===== src/verilog/pcg_pkg.sv =====
// Package for the PLL clock generator control block.
// Assumes a 32-bit APB master and an 8-bit register view in low bits.
package pcg_pkg;

   // Register byte offsets on the APB
   localparam logic [11:0] OFS_PLL_CONTROL       = 12'h000;
   localparam logic [11:0] OFS_BANDWIDTH_CONTROL = 12'h004;
   localparam logic [11:0] OFS_PLL_PROGRAMMING   = 12'h008;

   // Control register fields
   localparam int BIT_IRQ_ENABLE  = 7;
   localparam int BIT_LOCK_FLAG   = 6;
   localparam int BIT_PLL_ON      = 5;
   localparam int BIT_BASE_SELECT = 4;
   localparam logic [3:0] CTRL_LOW_ONES = 4'hF;

   // Bandwidth register fields
   localparam int BIT_AUTO_MODE    = 7;
   localparam int BIT_LOCK         = 6;
   localparam int BIT_ACQUISITION  = 5;
   localparam int BIT_CRYSTAL_LOSS = 4;

   // Programming register fields
   localparam int MUL_HI = 7;
   localparam int MUL_LO = 4;
   localparam int VRS_HI = 3;
   localparam int VRS_LO = 0;

   // Reset values
   localparam logic [3:0] RST_MULTIPLIER = 4'h6;
   localparam logic [3:0] RST_RANGE      = 4'h6;
   localparam logic       RST_PLL_ON     = 1'b1;

   // Timing counts
   localparam logic [1:0] SWITCH_EDGES = 2'h3;
   localparam logic [5:0] LOSS_FACTOR  = 6'h04;

   // Base clock selector states
   typedef enum logic {CLK_RUN, CLK_SWITCH} pcg_clk_e;

   // APB request from the master
   typedef struct packed {
      logic        psel;
      logic        penable;
      logic        pwrite;
      logic [11:0] paddr;
      logic [31:0] pwdata;
   } pcg_apb_req_s;

   // APB answer to the master
   typedef struct packed {
      logic [31:0] prdata;
      logic        pready;
      logic        pslverr;
   } pcg_apb_rsp_s;

endpackage : pcg_pkg


===== src/verilog/pcg_clock_gen_control.sv =====
// Control and status logic of the PLL clock generator.
// Assumes crystal, VCO, lock and tracking inputs arrive asynchronously,
// and that both clocks run well below a quarter of mclk.
//
// Decided for this implementation: the address map and the APB interface to the registers.
`timescale 1ns/10ps
`default_nettype none

module pcg_clock_gen_control
(
   input  wire logic                  mclk,
   input  wire logic                  rst,
   input  wire logic                  ce,
   input  wire pcg_pkg::pcg_apb_req_s apbReq,
   output var  pcg_pkg::pcg_apb_rsp_s apbRsp,
   input  wire logic                  oscEnableIn,
   input  wire logic                  crystalClock,
   input  wire logic                  vcoClock,
   input  wire logic                  lockIn,
   input  wire logic                  trackIn,
   output logic                       baseClockOut,
   output logic                       lockIrq,
   output logic                       oscRun,
   output logic                       pllEnable,
   output logic                       autoMode,
   output logic                       filterTrack,
   output logic [3:0]                 feedbackMultiplier,
   output logic [3:0]                 rangeMultiplier
);

   // Effective feedback multiplier, zero acts as one
   function automatic logic [3:0] mulEff(input logic [3:0] m);
      mulEff = (m == 4'h0) ? 4'h1 : m;
   endfunction : mulEff

   // Synchroniser stages: first stage read only by second
   logic [4:0] meta_ff;
   logic [4:0] sync_ff;
   logic [4:0] prev_ff;
   logic       oscS;
   logic       xS;
   logic       vS;
   logic       lockS;
   logic       trackS;
   logic       xEdge;
   logic       vEdge;

   // Register state
   logic       irqEn_ff;
   logic       flag_ff;
   logic       pll_on_a_ff;
   logic       bcs_ff;
   logic       auto_ff;
   logic       acqMan_ff;
   logic       xldRes_ff;
   logic       xldRun_ff;
   logic [5:0] xldCnt_ff;
   logic [3:0] mul_ff;
   logic [3:0] vrs_ff;
   logic       pready_ff;
   logic       pslverr_ff;
   logic [31:0] prdata_ff;
   logic       irq_ff;
   logic       pllEn_ff;
   logic       filt_ff;

   logic       nxt_irqEn;
   logic       nxt_flag;
   logic       nxt_pll_on_a;
   logic       nxt_bcs;
   logic       nxt_auto;
   logic       nxt_acqMan;
   logic       nxt_xldRes;
   logic       nxt_xldRun;
   logic [5:0] nxt_xldCnt;
   logic [3:0] nxt_mul;
   logic [3:0] nxt_vrs;
   logic       nxt_pready;
   logic       nxt_pslverr;
   logic [31:0] nxt_prdata;
   logic       nxt_irq;
   logic       nxt_pllEn;
   logic       nxt_filt;

   // Clock selector state
   pcg_pkg::pcg_clk_e clkSt_ff;
   pcg_pkg::pcg_clk_e nxt_clkSt;
   logic       src_ff;
   logic       nxt_src;
   logic [1:0] xCnt_ff;
   logic [1:0] vCnt_ff;
   logic [1:0] nxt_xCnt;
   logic [1:0] nxt_vCnt;
   logic       out_ff;
   logic       nxt_out;

   // Bus decode helpers
   logic       access;
   logic       wrDone;
   logic       rdDone;
   logic       selCtrl;
   logic       selBw;
   logic       selProg;
   logic       mapped;
   logic [7:0] rdByte;
   logic [7:0] wd;
   logic       lockBit;
   logic       lockChg;
   logic       rangeOk;
   logic [5:0] lossLimit;

   assign oscS   = sync_ff[0];
   assign xS     = sync_ff[1];
   assign vS     = sync_ff[2];
   assign lockS  = sync_ff[3];
   assign trackS = sync_ff[4];

   // Edge detection works on the second stage only
   assign xEdge = xS & ~prev_ff[1];
   assign vEdge = vS & ~prev_ff[2];

   // Two-stage synchronisers for all asynchronous inputs
   always_ff @(posedge mclk or posedge rst)
   begin
      if (rst)
      begin
         meta_ff <= 5'h00;
         sync_ff <= 5'h00;
         prev_ff <= 5'h00;
      end
      else if (ce)
      begin
         meta_ff <= {trackIn, lockIn, vcoClock, crystalClock, oscEnableIn};
         sync_ff <= meta_ff;
         prev_ff <= sync_ff;
      end
   end

   // Bus phase decode
   assign access  = apbReq.psel & apbReq.penable;
   assign wrDone  = access & pready_ff & apbReq.pwrite;
   assign rdDone  = access & pready_ff & ~apbReq.pwrite;
   assign selCtrl = (apbReq.paddr == pcg_pkg::OFS_PLL_CONTROL);
   assign selBw   = (apbReq.paddr == pcg_pkg::OFS_BANDWIDTH_CONTROL);
   assign selProg = (apbReq.paddr == pcg_pkg::OFS_PLL_PROGRAMMING);
   assign mapped  = selCtrl | selBw | selProg;
   assign wd      = apbReq.pwdata[7:0];

   // Lock status and change detection in the bus clock domain
   assign lockBit = auto_ff & lockS;
   assign lockChg = auto_ff & (lockS ^ prev_ff[3]);
   assign rangeOk = (vrs_ff != 4'h0);
   assign lossLimit = {2'h0, mulEff(mul_ff)} * pcg_pkg::LOSS_FACTOR;

   // Read data mux
   always_comb
   begin
      rdByte = 8'h00;
      if (selCtrl)
      begin
         rdByte[pcg_pkg::BIT_IRQ_ENABLE]  = irqEn_ff & auto_ff;
         rdByte[pcg_pkg::BIT_LOCK_FLAG]   = flag_ff & auto_ff;
         rdByte[pcg_pkg::BIT_PLL_ON]      = pll_on_a_ff;
         rdByte[pcg_pkg::BIT_BASE_SELECT] = bcs_ff;
         rdByte[3:0] = pcg_pkg::CTRL_LOW_ONES;
      end
      else if (selBw)
      begin
         rdByte[pcg_pkg::BIT_AUTO_MODE] = auto_ff;
         rdByte[pcg_pkg::BIT_LOCK]      = lockBit;
         rdByte[pcg_pkg::BIT_ACQUISITION] =
            auto_ff ? trackS : acqMan_ff;
         rdByte[pcg_pkg::BIT_CRYSTAL_LOSS] = xldRes_ff & bcs_ff;
      end
      else if (selProg)
      begin
         rdByte = {mul_ff, vrs_ff};
      end
   end

   // Register file and status next values
   always_comb
   begin
      nxt_irqEn   = irqEn_ff;
      nxt_pll_on_a   = pll_on_a_ff;
      nxt_bcs     = bcs_ff;
      nxt_auto    = auto_ff;
      nxt_acqMan  = acqMan_ff;
      nxt_xldRes  = xldRes_ff;
      nxt_xldRun  = xldRun_ff;
      nxt_xldCnt  = xldCnt_ff;
      nxt_mul     = mul_ff;
      nxt_vrs     = vrs_ff;
      nxt_pready  = access & ~pready_ff;
      nxt_pslverr = access & ~pready_ff & ~mapped;
      nxt_prdata  = prdata_ff;
      if (access & ~pready_ff)
      begin
         nxt_prdata = apbReq.pwrite ? 32'h0000_0000 : {24'h00_0000, rdByte};
      end
      // Control register write with interlocks
      if (wrDone & selCtrl)
      begin
         if (auto_ff)
         begin
            nxt_irqEn = wd[pcg_pkg::BIT_IRQ_ENABLE];
         end
         if (wd[pcg_pkg::BIT_PLL_ON] | ~bcs_ff)
         begin
            nxt_pll_on_a = wd[pcg_pkg::BIT_PLL_ON];
         end
         if (~wd[pcg_pkg::BIT_BASE_SELECT] | (pll_on_a_ff & rangeOk))
         begin
            nxt_bcs = wd[pcg_pkg::BIT_BASE_SELECT];
         end
      end
      // Bandwidth register write; test bits are not stored
      if (wrDone & selBw)
      begin
         nxt_auto = wd[pcg_pkg::BIT_AUTO_MODE];
         if (~auto_ff)
         begin
            nxt_acqMan = wd[pcg_pkg::BIT_ACQUISITION];
         end
         if (wd[pcg_pkg::BIT_CRYSTAL_LOSS] & bcs_ff)
         begin
            nxt_xldRes = 1'b1;
            nxt_xldRun = 1'b1;
            nxt_xldCnt = 6'h00;
         end
         else if (~wd[pcg_pkg::BIT_CRYSTAL_LOSS])
         begin
            nxt_xldRes = 1'b0;
            nxt_xldRun = 1'b0;
         end
      end
      // Programming register locked while the PLL is on
      if (wrDone & selProg & ~pll_on_a_ff)
      begin
         nxt_mul = wd[pcg_pkg::MUL_HI:pcg_pkg::MUL_LO];
         nxt_vrs = wd[pcg_pkg::VRS_HI:pcg_pkg::VRS_LO];
      end
      // Crystal-loss check counts VCO edges up to N times four
      if (xldRun_ff)
      begin
         if (xEdge | ~bcs_ff)
         begin
            nxt_xldRes = 1'b0;
            nxt_xldRun = 1'b0;
         end
         else if (xldCnt_ff >= lossLimit)
         begin
            nxt_xldRun = 1'b0;
         end
         else if (vEdge)
         begin
            nxt_xldCnt = xldCnt_ff + 6'h01;
         end
      end
      // Stop or zero range forces the crystal clock
      if (~oscS | ~rangeOk)
      begin
         nxt_bcs = 1'b0;
      end
      // Lock flag: set wins over read clear
      nxt_flag = auto_ff & (lockChg |
         (flag_ff & ~(rdDone & selCtrl)));
      nxt_irq   = oscS & auto_ff & flag_ff & irqEn_ff;
      nxt_pllEn = oscS & pll_on_a_ff & rangeOk;
      nxt_filt  = auto_ff ? trackS : acqMan_ff;
   end

   // Register file flip-flops
   always_ff @(posedge mclk or posedge rst)
   begin
      if (rst)
      begin
         irqEn_ff   <= 1'b0;
         flag_ff    <= 1'b0;
         pll_on_a_ff   <= pcg_pkg::RST_PLL_ON;
         bcs_ff     <= 1'b0;
         auto_ff    <= 1'b0;
         acqMan_ff  <= 1'b0;
         xldRes_ff  <= 1'b0;
         xldRun_ff  <= 1'b0;
         xldCnt_ff  <= 6'h00;
         mul_ff     <= pcg_pkg::RST_MULTIPLIER;
         vrs_ff     <= pcg_pkg::RST_RANGE;
         pready_ff  <= 1'b0;
         pslverr_ff <= 1'b0;
         prdata_ff  <= 32'h0000_0000;
         irq_ff     <= 1'b0;
         pllEn_ff   <= 1'b0;
         filt_ff    <= 1'b0;
      end
      else if (ce)
      begin
         irqEn_ff   <= nxt_irqEn;
         flag_ff    <= nxt_flag;
         pll_on_a_ff   <= nxt_pll_on_a;
         bcs_ff     <= nxt_bcs;
         auto_ff    <= nxt_auto;
         acqMan_ff  <= nxt_acqMan;
         xldRes_ff  <= nxt_xldRes;
         xldRun_ff  <= nxt_xldRun;
         xldCnt_ff  <= nxt_xldCnt;
         mul_ff     <= nxt_mul;
         vrs_ff     <= nxt_vrs;
         pready_ff  <= nxt_pready;
         pslverr_ff <= nxt_pslverr;
         prdata_ff  <= nxt_prdata;
         irq_ff     <= nxt_irq;
         pllEn_ff   <= nxt_pllEn;
         filt_ff    <= nxt_filt;
      end
   end

   // Base clock selector: hold output while the crystal and, if the PLL is enabled, the VCO settle
   always_comb
   begin
      nxt_clkSt = clkSt_ff;
      nxt_src   = src_ff;
      nxt_xCnt  = xCnt_ff;
      nxt_vCnt  = vCnt_ff;
      nxt_out   = out_ff;
      case (clkSt_ff)
         pcg_pkg::CLK_RUN:
         begin
            if (src_ff != bcs_ff)
            begin
               nxt_clkSt = pcg_pkg::CLK_SWITCH;
               nxt_xCnt  = 2'h0;
               nxt_vCnt  = 2'h0;
            end
            else if (src_ff ? vEdge : xEdge)
            begin
               nxt_out = ~out_ff;
            end
         end
         pcg_pkg::CLK_SWITCH:
         begin
            if (xEdge && xCnt_ff != pcg_pkg::SWITCH_EDGES)
            begin
               nxt_xCnt = xCnt_ff + 2'h1;
            end
            if (vEdge && vCnt_ff != pcg_pkg::SWITCH_EDGES)
            begin
               nxt_vCnt = vCnt_ff + 2'h1;
            end
            if (xCnt_ff == pcg_pkg::SWITCH_EDGES &&
                (vCnt_ff == pcg_pkg::SWITCH_EDGES || !pllEn_ff))
            begin
               nxt_src   = bcs_ff;
               nxt_clkSt = pcg_pkg::CLK_RUN;
            end
         end
         default:
         begin
            nxt_clkSt = pcg_pkg::CLK_RUN;
         end
      endcase
      // Stop holds the output low on the crystal source
      if (~oscS)
      begin
         nxt_clkSt = pcg_pkg::CLK_RUN;
         nxt_src   = 1'b0;
         nxt_out   = 1'b0;
      end
   end

   // Base clock selector flip-flops
   always_ff @(posedge mclk or posedge rst)
   begin
      if (rst)
      begin
         clkSt_ff <= pcg_pkg::CLK_RUN;
         src_ff   <= 1'b0;
         xCnt_ff  <= 2'h0;
         vCnt_ff  <= 2'h0;
         out_ff   <= 1'b0;
      end
      else if (ce)
      begin
         clkSt_ff <= nxt_clkSt;
         src_ff   <= nxt_src;
         xCnt_ff  <= nxt_xCnt;
         vCnt_ff  <= nxt_vCnt;
         out_ff   <= nxt_out;
      end
   end

   // Outputs straight from flip-flops
   assign apbRsp.prdata      = prdata_ff;
   assign apbRsp.pready      = pready_ff;
   assign apbRsp.pslverr     = pslverr_ff;
   assign baseClockOut       = out_ff;
   assign lockIrq            = irq_ff;
   assign oscRun             = oscS;
   assign pllEnable          = pllEn_ff;
   assign autoMode           = auto_ff;
   assign filterTrack        = filt_ff;
   assign feedbackMultiplier = mul_ff;
   assign rangeMultiplier    = vrs_ff;

endmodule : pcg_clock_gen_control

`default_nettype wire


===== config.mk =====
export PLATFORM = sky130hd
export DESIGN_NAME = pcg_clock_gen_control
export DESIGN_NICKNAME = d
export VERILOG_FILES = /design/src/verilog/pcg_pkg.sv /design/src/verilog/pcg_clock_gen_control.sv
export SDC_FILE = /design/constraint.sdc
export NUM_CORES = 1
export LEC_CHECK = 0
export ABC_AREA = 1
export BUFFER_PORTS_ARGS = -buffer_cell sky130_fd_sc_hd__buf_2
export CAP_MARGIN = 20
export CORE_ASPECT_RATIO = 1.2
export CORE_MARGIN = 3
export CORE_UTILIZATION = 51
export CTS_BUF_LIST = sky130_fd_sc_hd__clkbuf_16
export DETAILED_ROUTE_END_ITERATION = 8
export PLACE_DENSITY_LB_ADDON = 0.05
export SETUP_SLACK_MARGIN = 0.02
export SLEW_MARGIN = 20
export SYNTH_ARGS = -nofsm -noshare
export SYNTH_HDL_FRONTEND = slang
export SYNTH_SLANG_ARGS = --single-unit

===== constraint.sdc =====
create_clock -name mclk -period 2.4 [get_ports mclk]
set_input_delay 0.36 -clock mclk [delete_from_list [all_inputs] [get_ports mclk]]
set_output_delay 0.36 -clock mclk [all_outputs]
set_load 0.01 [all_outputs]

# Word-level counts from Yosys, hierarchy flattened
# Index checks and enable logic that the tools add are counted.
# classes
n_mux,44
bitwise_logic,49
n_lt_le_gt_ge,1
eq_ne,15
n_reduce_logical,21
addsub,3
# op_table
op,n
6-bit two-way mux,6
1-bit AND,27
1-bit two-way mux,26
8-bit two-way mux,3
3-bit AND reduction,7
1-bit NOT,14
"12-bit by 3-bit equality test with 1-bit output, second input constant",1
"12-bit by 4-bit equality test with 1-bit output, second input constant",1
12-bit zero test,1
4-bit two-way mux,3
"2-bit by 1-bit inequality test with 1-bit output, second input constant",5
"2-bit inequality test, second input constant",5
2-bit one-hot mux with 2 select lines,2
1-bit OR,7
"6-bit by 1-bit adder with 6-bit output, second input constant",1
6-bit >= comparator,1
2-bit two-way mux,3
2-bit AND reduction,3
"2-bit by 1-bit adder with 2-bit output, second input constant",2
"2-bit equality test, second input constant",2
4-bit zero test,1
4-bit AND reduction,1
2-bit nonzero test,2
4-bit nonzero test,1
6 further kinds,8
# totals
word_cells,158
regBits,80
output_inout_bits,48
input_bits,55

# Longest topological paths before layout
# logic_depth
word_depth,9
depth_mapped,15

# Worst setup path after synthesis
# No wires, ideal clock.
# synth_path
path_kind,register to register
startpoint,"reg mul_ff[2], in the netlist feedbackMultiplier[2]"
endpoint,reg xldCnt_ff[0]
arrival_time_ps,1688
path_stages_with_launch,15
n_path_buf,0
slack_ps,599
setup_ps,113
period_less_slack_ps,1801
cell_sequence,dfstp_2 o31ai_1 ha_1 nand2_1 nand2_1 nand2_1 nand2_1 nand2_1 nand2_1 nand2_1 nand3_1 nand2_1 nand2_1 nand2_1 inv_1
# synth_via
elab_chain_len,6
# synth_lines
element,line_no,text
from (decl),pcg_clock_gen_control.sv:58,logic [3:0] mul_ff;
from (signal assigned),pcg_clock_gen_control.sv:287,mul_ff <= pcg_pkg::RST_MULTIPLIER;
from (signal assigned),pcg_clock_gen_control.sv:307,mul_ff <= nxt_mul;
4-bit zero test,pcg_clock_gen_control.sv:33,mulEff = (m == 4'h0) ? 4'h1 : m;
4-bit two-way mux *,pcg_clock_gen_control.sv:33,
6-bit >= comparator *,pcg_clock_gen_control.sv:251,else if (xldCnt_ff >= lossLimit)
6-bit two-way mux *,pcg_clock_gen_control.sv:251,
6-bit two-way mux *,pcg_clock_gen_control.sv:246,if (xEdge | ~bcs_ff)
6-bit two-way mux *,pcg_clock_gen_control.sv:244,if (xldRun_ff)
to (signal assigned),pcg_clock_gen_control.sv:306,xldCnt_ff <= nxt_xldCnt;
to (decl),pcg_clock_gen_control.sv:57,logic [5:0] xldCnt_ff;
# Every way passes the cells marked *; elsewhere a longest branch is shown, timed or not.
# A chain may end at the register's enable or synchronous reset.

# Worst setup path after layout
# layout_path
startpoint,"reg mul_ff[3], in the netlist feedbackMultiplier[3]"
endpoint,reg xldCnt_ff[0]
# The elaborated chain is that of the path after synthesis.

==> impl_summary.txt <==
----------------------------------------------------
[Run status]
  Run status ... finished, final reports clean

[Logic synthesis]
  Mapped Area ... 3170 µm²
  Post-Synthesis Mean Instance Area ... 7.52 µm²
  Number of warnings printed during yosys synthesis ... 0
  Post-Synthesis Cells ... 421
  Post-synth cell types ... 35
  Seq cells post-synth ... 55
  Post-synthesis sequential area ratio ... 43.7%

[Global routing]
  Aggregate global-route resource usage ... 19.6%
  Largest net degree at the start of global routing ... 56
  Number of antenna violations at the first check in global routing ... 0
  Total overflow reported by the global router ... 0
  Global-route wire length before repair ... 11500 µm
  Number of global-route vias before repair ... 2456

[Worst setup path]
  Crit. Startpoint ... feedbackMultiplier[3]
  Setup slack, reg-to-reg ... 0.52 ns
  R2r startpoint ... feedbackMultiplier[3]
  RR Endpoint ... xldCnt_ff[0]
  Data required time of the worst path ... 2.59 ns
  Kind of launch point of the worst setup path ... register
  CP Data Arrival Time ... 2.06 ns
  Maximum fanout along the worst path ... 6
  Worst Reg-to-Reg Cells ... 14
  Setup crit end ... xldCnt_ff[0]
  Type of the worst setup path ... reg -> reg
  Setup crit end kind ... register

[Floorplanning]
  Vertical extent of the die ... 92.3 µm
  Die width ... 77.9 µm
  Initial Utilization ... 54.4%
  Full die area ... 7190 µm²
  Area of the placeable core ... 5820 µm²
  Number of core rows ... 30
  Count of boundary I/O pins ... 103

[Drt]
  Total length of routed wires ... 6630 µm
  Sum of routed wire segments on met1 ... 2890 µm
  Routed met2 length ... 3290 µm
  DRC marker count from the first detailed-route iteration ... 188
  Uppermost signal routing layer after detailed routing ... met4
  Total met3 wirelength after detailed routing ... 390 µm
  Average wire per cell in the routed design ... 12.0 µm
  Final routed DRC violation total ... 0
  Remaining antenna violation count ... 0
  DRT Pass-1 Iters ... 4
  Drt via density ... 4.90
  Total number of vias ... 2715

[Clocking]
  Maximum buffer depth of the clock tree ... 2
  Clk sink count ... 55
  CTS H-tree lvls ... 2
  Buffers inserted during post-CTS setup optimization ... 0
  Later-pin clock latency in the skew report ... 0.29 ns
  CTS root buf ... clkbuf_16
  CTS Hold Buffers Added ... 0
  Clock tree from TritonCTS ... done
  CTS resizes ... 0
  CTS clock-pin slew for the worst setup and hold paths ... 0.07 ns
  CTS buffer count ... 5

[Power]
  Max IR drop VDD ... 0.423 mV
  Combinational power share ... 10.2%
  Part of the total power dissipated in sequential elements ... 52.1%
  Clock Power Share ... 37.7%
  Net switching power figure ... 0.489 mW
  Internal power ... 1.42 mW
  Leakage power summed over all cells ... 1.97 nW
  Pwr per Cell Area ... 535 nW/µm²
  Proportion of total power due to net switching ... 25.6%

[Finish]
  Leading cell type in the layout, fill and taps excluded ... nand2_1
  Final nets ... 536
  Layout filler cell count ... 555
  Total inserted antenna cells ... 0
  Area grow syn2layout ... 12.7%
  Fraction of layout cells with a size suffix above 1 ... 18.1%
  Most used cells in the layout excluding fill and tap cells ... 134 x nand2_1, 54 x buf_2, 50 x inv_1, 50 x dfrtp_1, 36 x o21ai_0

[STA]
  Fin crit period ... 1.88 ns
  Slew Viols, Final ... 0
  RSZ-0062 raised after global routing ... false
  Worst clock skew ... 0.00768 ns
  Final hold violations ... 0
  Crit share post-route ... 78.2%
  Final critical-path setup slack ... 0.523 ns
  Setup TNS after final layout ... 0 ns
  Achievable Freq ... 0.533 GHz
  Setup violations, final ... 0

[Placement]
  Place WS ... 0.513 ns
  DP HPWL ... 4940 µm
  RePlAce Congestion ... 0.845
  Buffers on Ports ... 54

[Hold path]
  Class of the most critical hold timing path ... in -> async

[Run]
  Maximum capacitance violations ... 0

----------------------------------------------------
## cell families (layout without fill, tap and decap cells)
kind of cell | Yosys count | count (layout) | share of synthesized area, %
AOI/OAI and AO/OA | 65 | 65 | 11.0
xor gates and xnor gates | 4 | 4 | 1.11
adders and majority gates | 8 | 8 | 3.16
buffers and inverters | 93 | 123 | 14.5
DFF | 55 | 55 | 43.7
other | 1 | 24 | 0.118
and+or+nand+nor | 195 | 195 | 26.4
## cell type report
class                   instances  area, µm²  area share [%]
clock inverters                 3       18.8           0.526
well taps                      80        100            2.81
flip-flops and latches         55       1380            38.7
repair buffers                 59        320            8.98
inverters                      56        210            5.89
clock buffers                   5        125            3.51
multi-input cells             296       1410            39.6
## how the worst min path moves through the flow
stage,end
global route,vCnt_ff[0]
CTS,vCnt_ff[0]
detailed placement,meta_ff[0]
finish,baseClockOut
global placement,meta_ff[0]
floorplan,meta_ff[0]
## sequential cells by signal, summed over array words and instances, names as in the netlist, 2 cells and up
name and flops:
prdata_ff 8, xldCnt_ff 6, meta_ff 5, sync_ff 5, feedbackMultiplier 4, rangeMultiplier 4
prev_ff 3, vCnt_ff 2, xCnt_ff 2
## stage by stage
step                cell area, µm²  hold WS [ns]  instances  utilization (%)  total power, mW
finish                        3570         0.105        554             61.3             1.91
CTS                           3570         0.123        554             61.3             1.93
floorplan                     3250         0.442        444                -             1.17
detailed placement            3420         0.439        546             58.9             1.21
global placement              3420         0.434        546             58.9             1.20
global route                  3570         0.134        554             61.3             1.99
## power groups by stage
| stage | Sequential [mW] | Clock [mW] | Combinational, mW |
|---|---|---|---|
| 2_1_floorplan | 1.01 | 0 | 0.158 |
| 3_3_place_gp | 1.01 | 0 | 0.194 |
| 3_5_place_dp | 1.01 | 0 | 0.198 |
| 4_1_cts | 0.993 | 0.742 | 0.199 |
| 5_1_grt | 0.998 | 0.766 | 0.225 |
| 6_report | 0.993 | 0.720 | 0.195 |
## per-layer routing
metal / vias up / GRT usage [%]
met3: 7 / 3.21
met1: 1229 / 26.0
li1: 1394 / -
met5: - / 0
met2: 85 / 33.3
met4: 0 / 5.39
## critical path, stage by stage, from the launching register on
cell and delay (ns):
dfrtp_1 0.40, o31ai_1 0.27, ha_1 0.29, nand2_1 0.07, nand2_1 0.04, nand2_1 0.05, nand2_1 0.05, nand2_1 0.05
nand2_1 0.04, nand2_1 0.07, nand3_1 0.18, nand2_1 0.12, nand2_1 0.05, nand2_1 0.05, inv_1 0.04
## cells in the mapped netlist
cell	count	area [µm²]
nand2_1	134	503
inv_1	51	191
dfrtp_1	50	1250
o21ai_0	36	180
buf_4	26	195
nor2_1	22	82.6
nand3_1	17	85.1
a21oi_1	12	60.1
nand4_1	10	62.6
ha_1	8	100
o21ai_1	8	40.0
clkbuf_1	7	26.3
dfstp_2	5	131
inv_2	5	18.8
nor3_1	4	20.0
xor2_1	3	26.3
buf_2	2	10.0
nor3_4	2	32.5
o211ai_1	2	15.0
o31ai_1	2	15.0
a31o_2	1	8.76
a31oi_1	1	6.26
buf_6	1	11.3
clkbuf_2	1	5.00
conb_1	1	3.75
nand3_2	1	10.0
nand3b_1	1	7.51
nor2_2	1	6.26
nor2_4	1	11.3
nor3_2	1	10.0
o2111ai_1	1	8.76
o21ai_2	1	8.76
o22ai_1	1	6.26
or2_1	1	6.26
xnor2_1	1	8.76
Note: power is estimated with default switching activity, not from simulation.
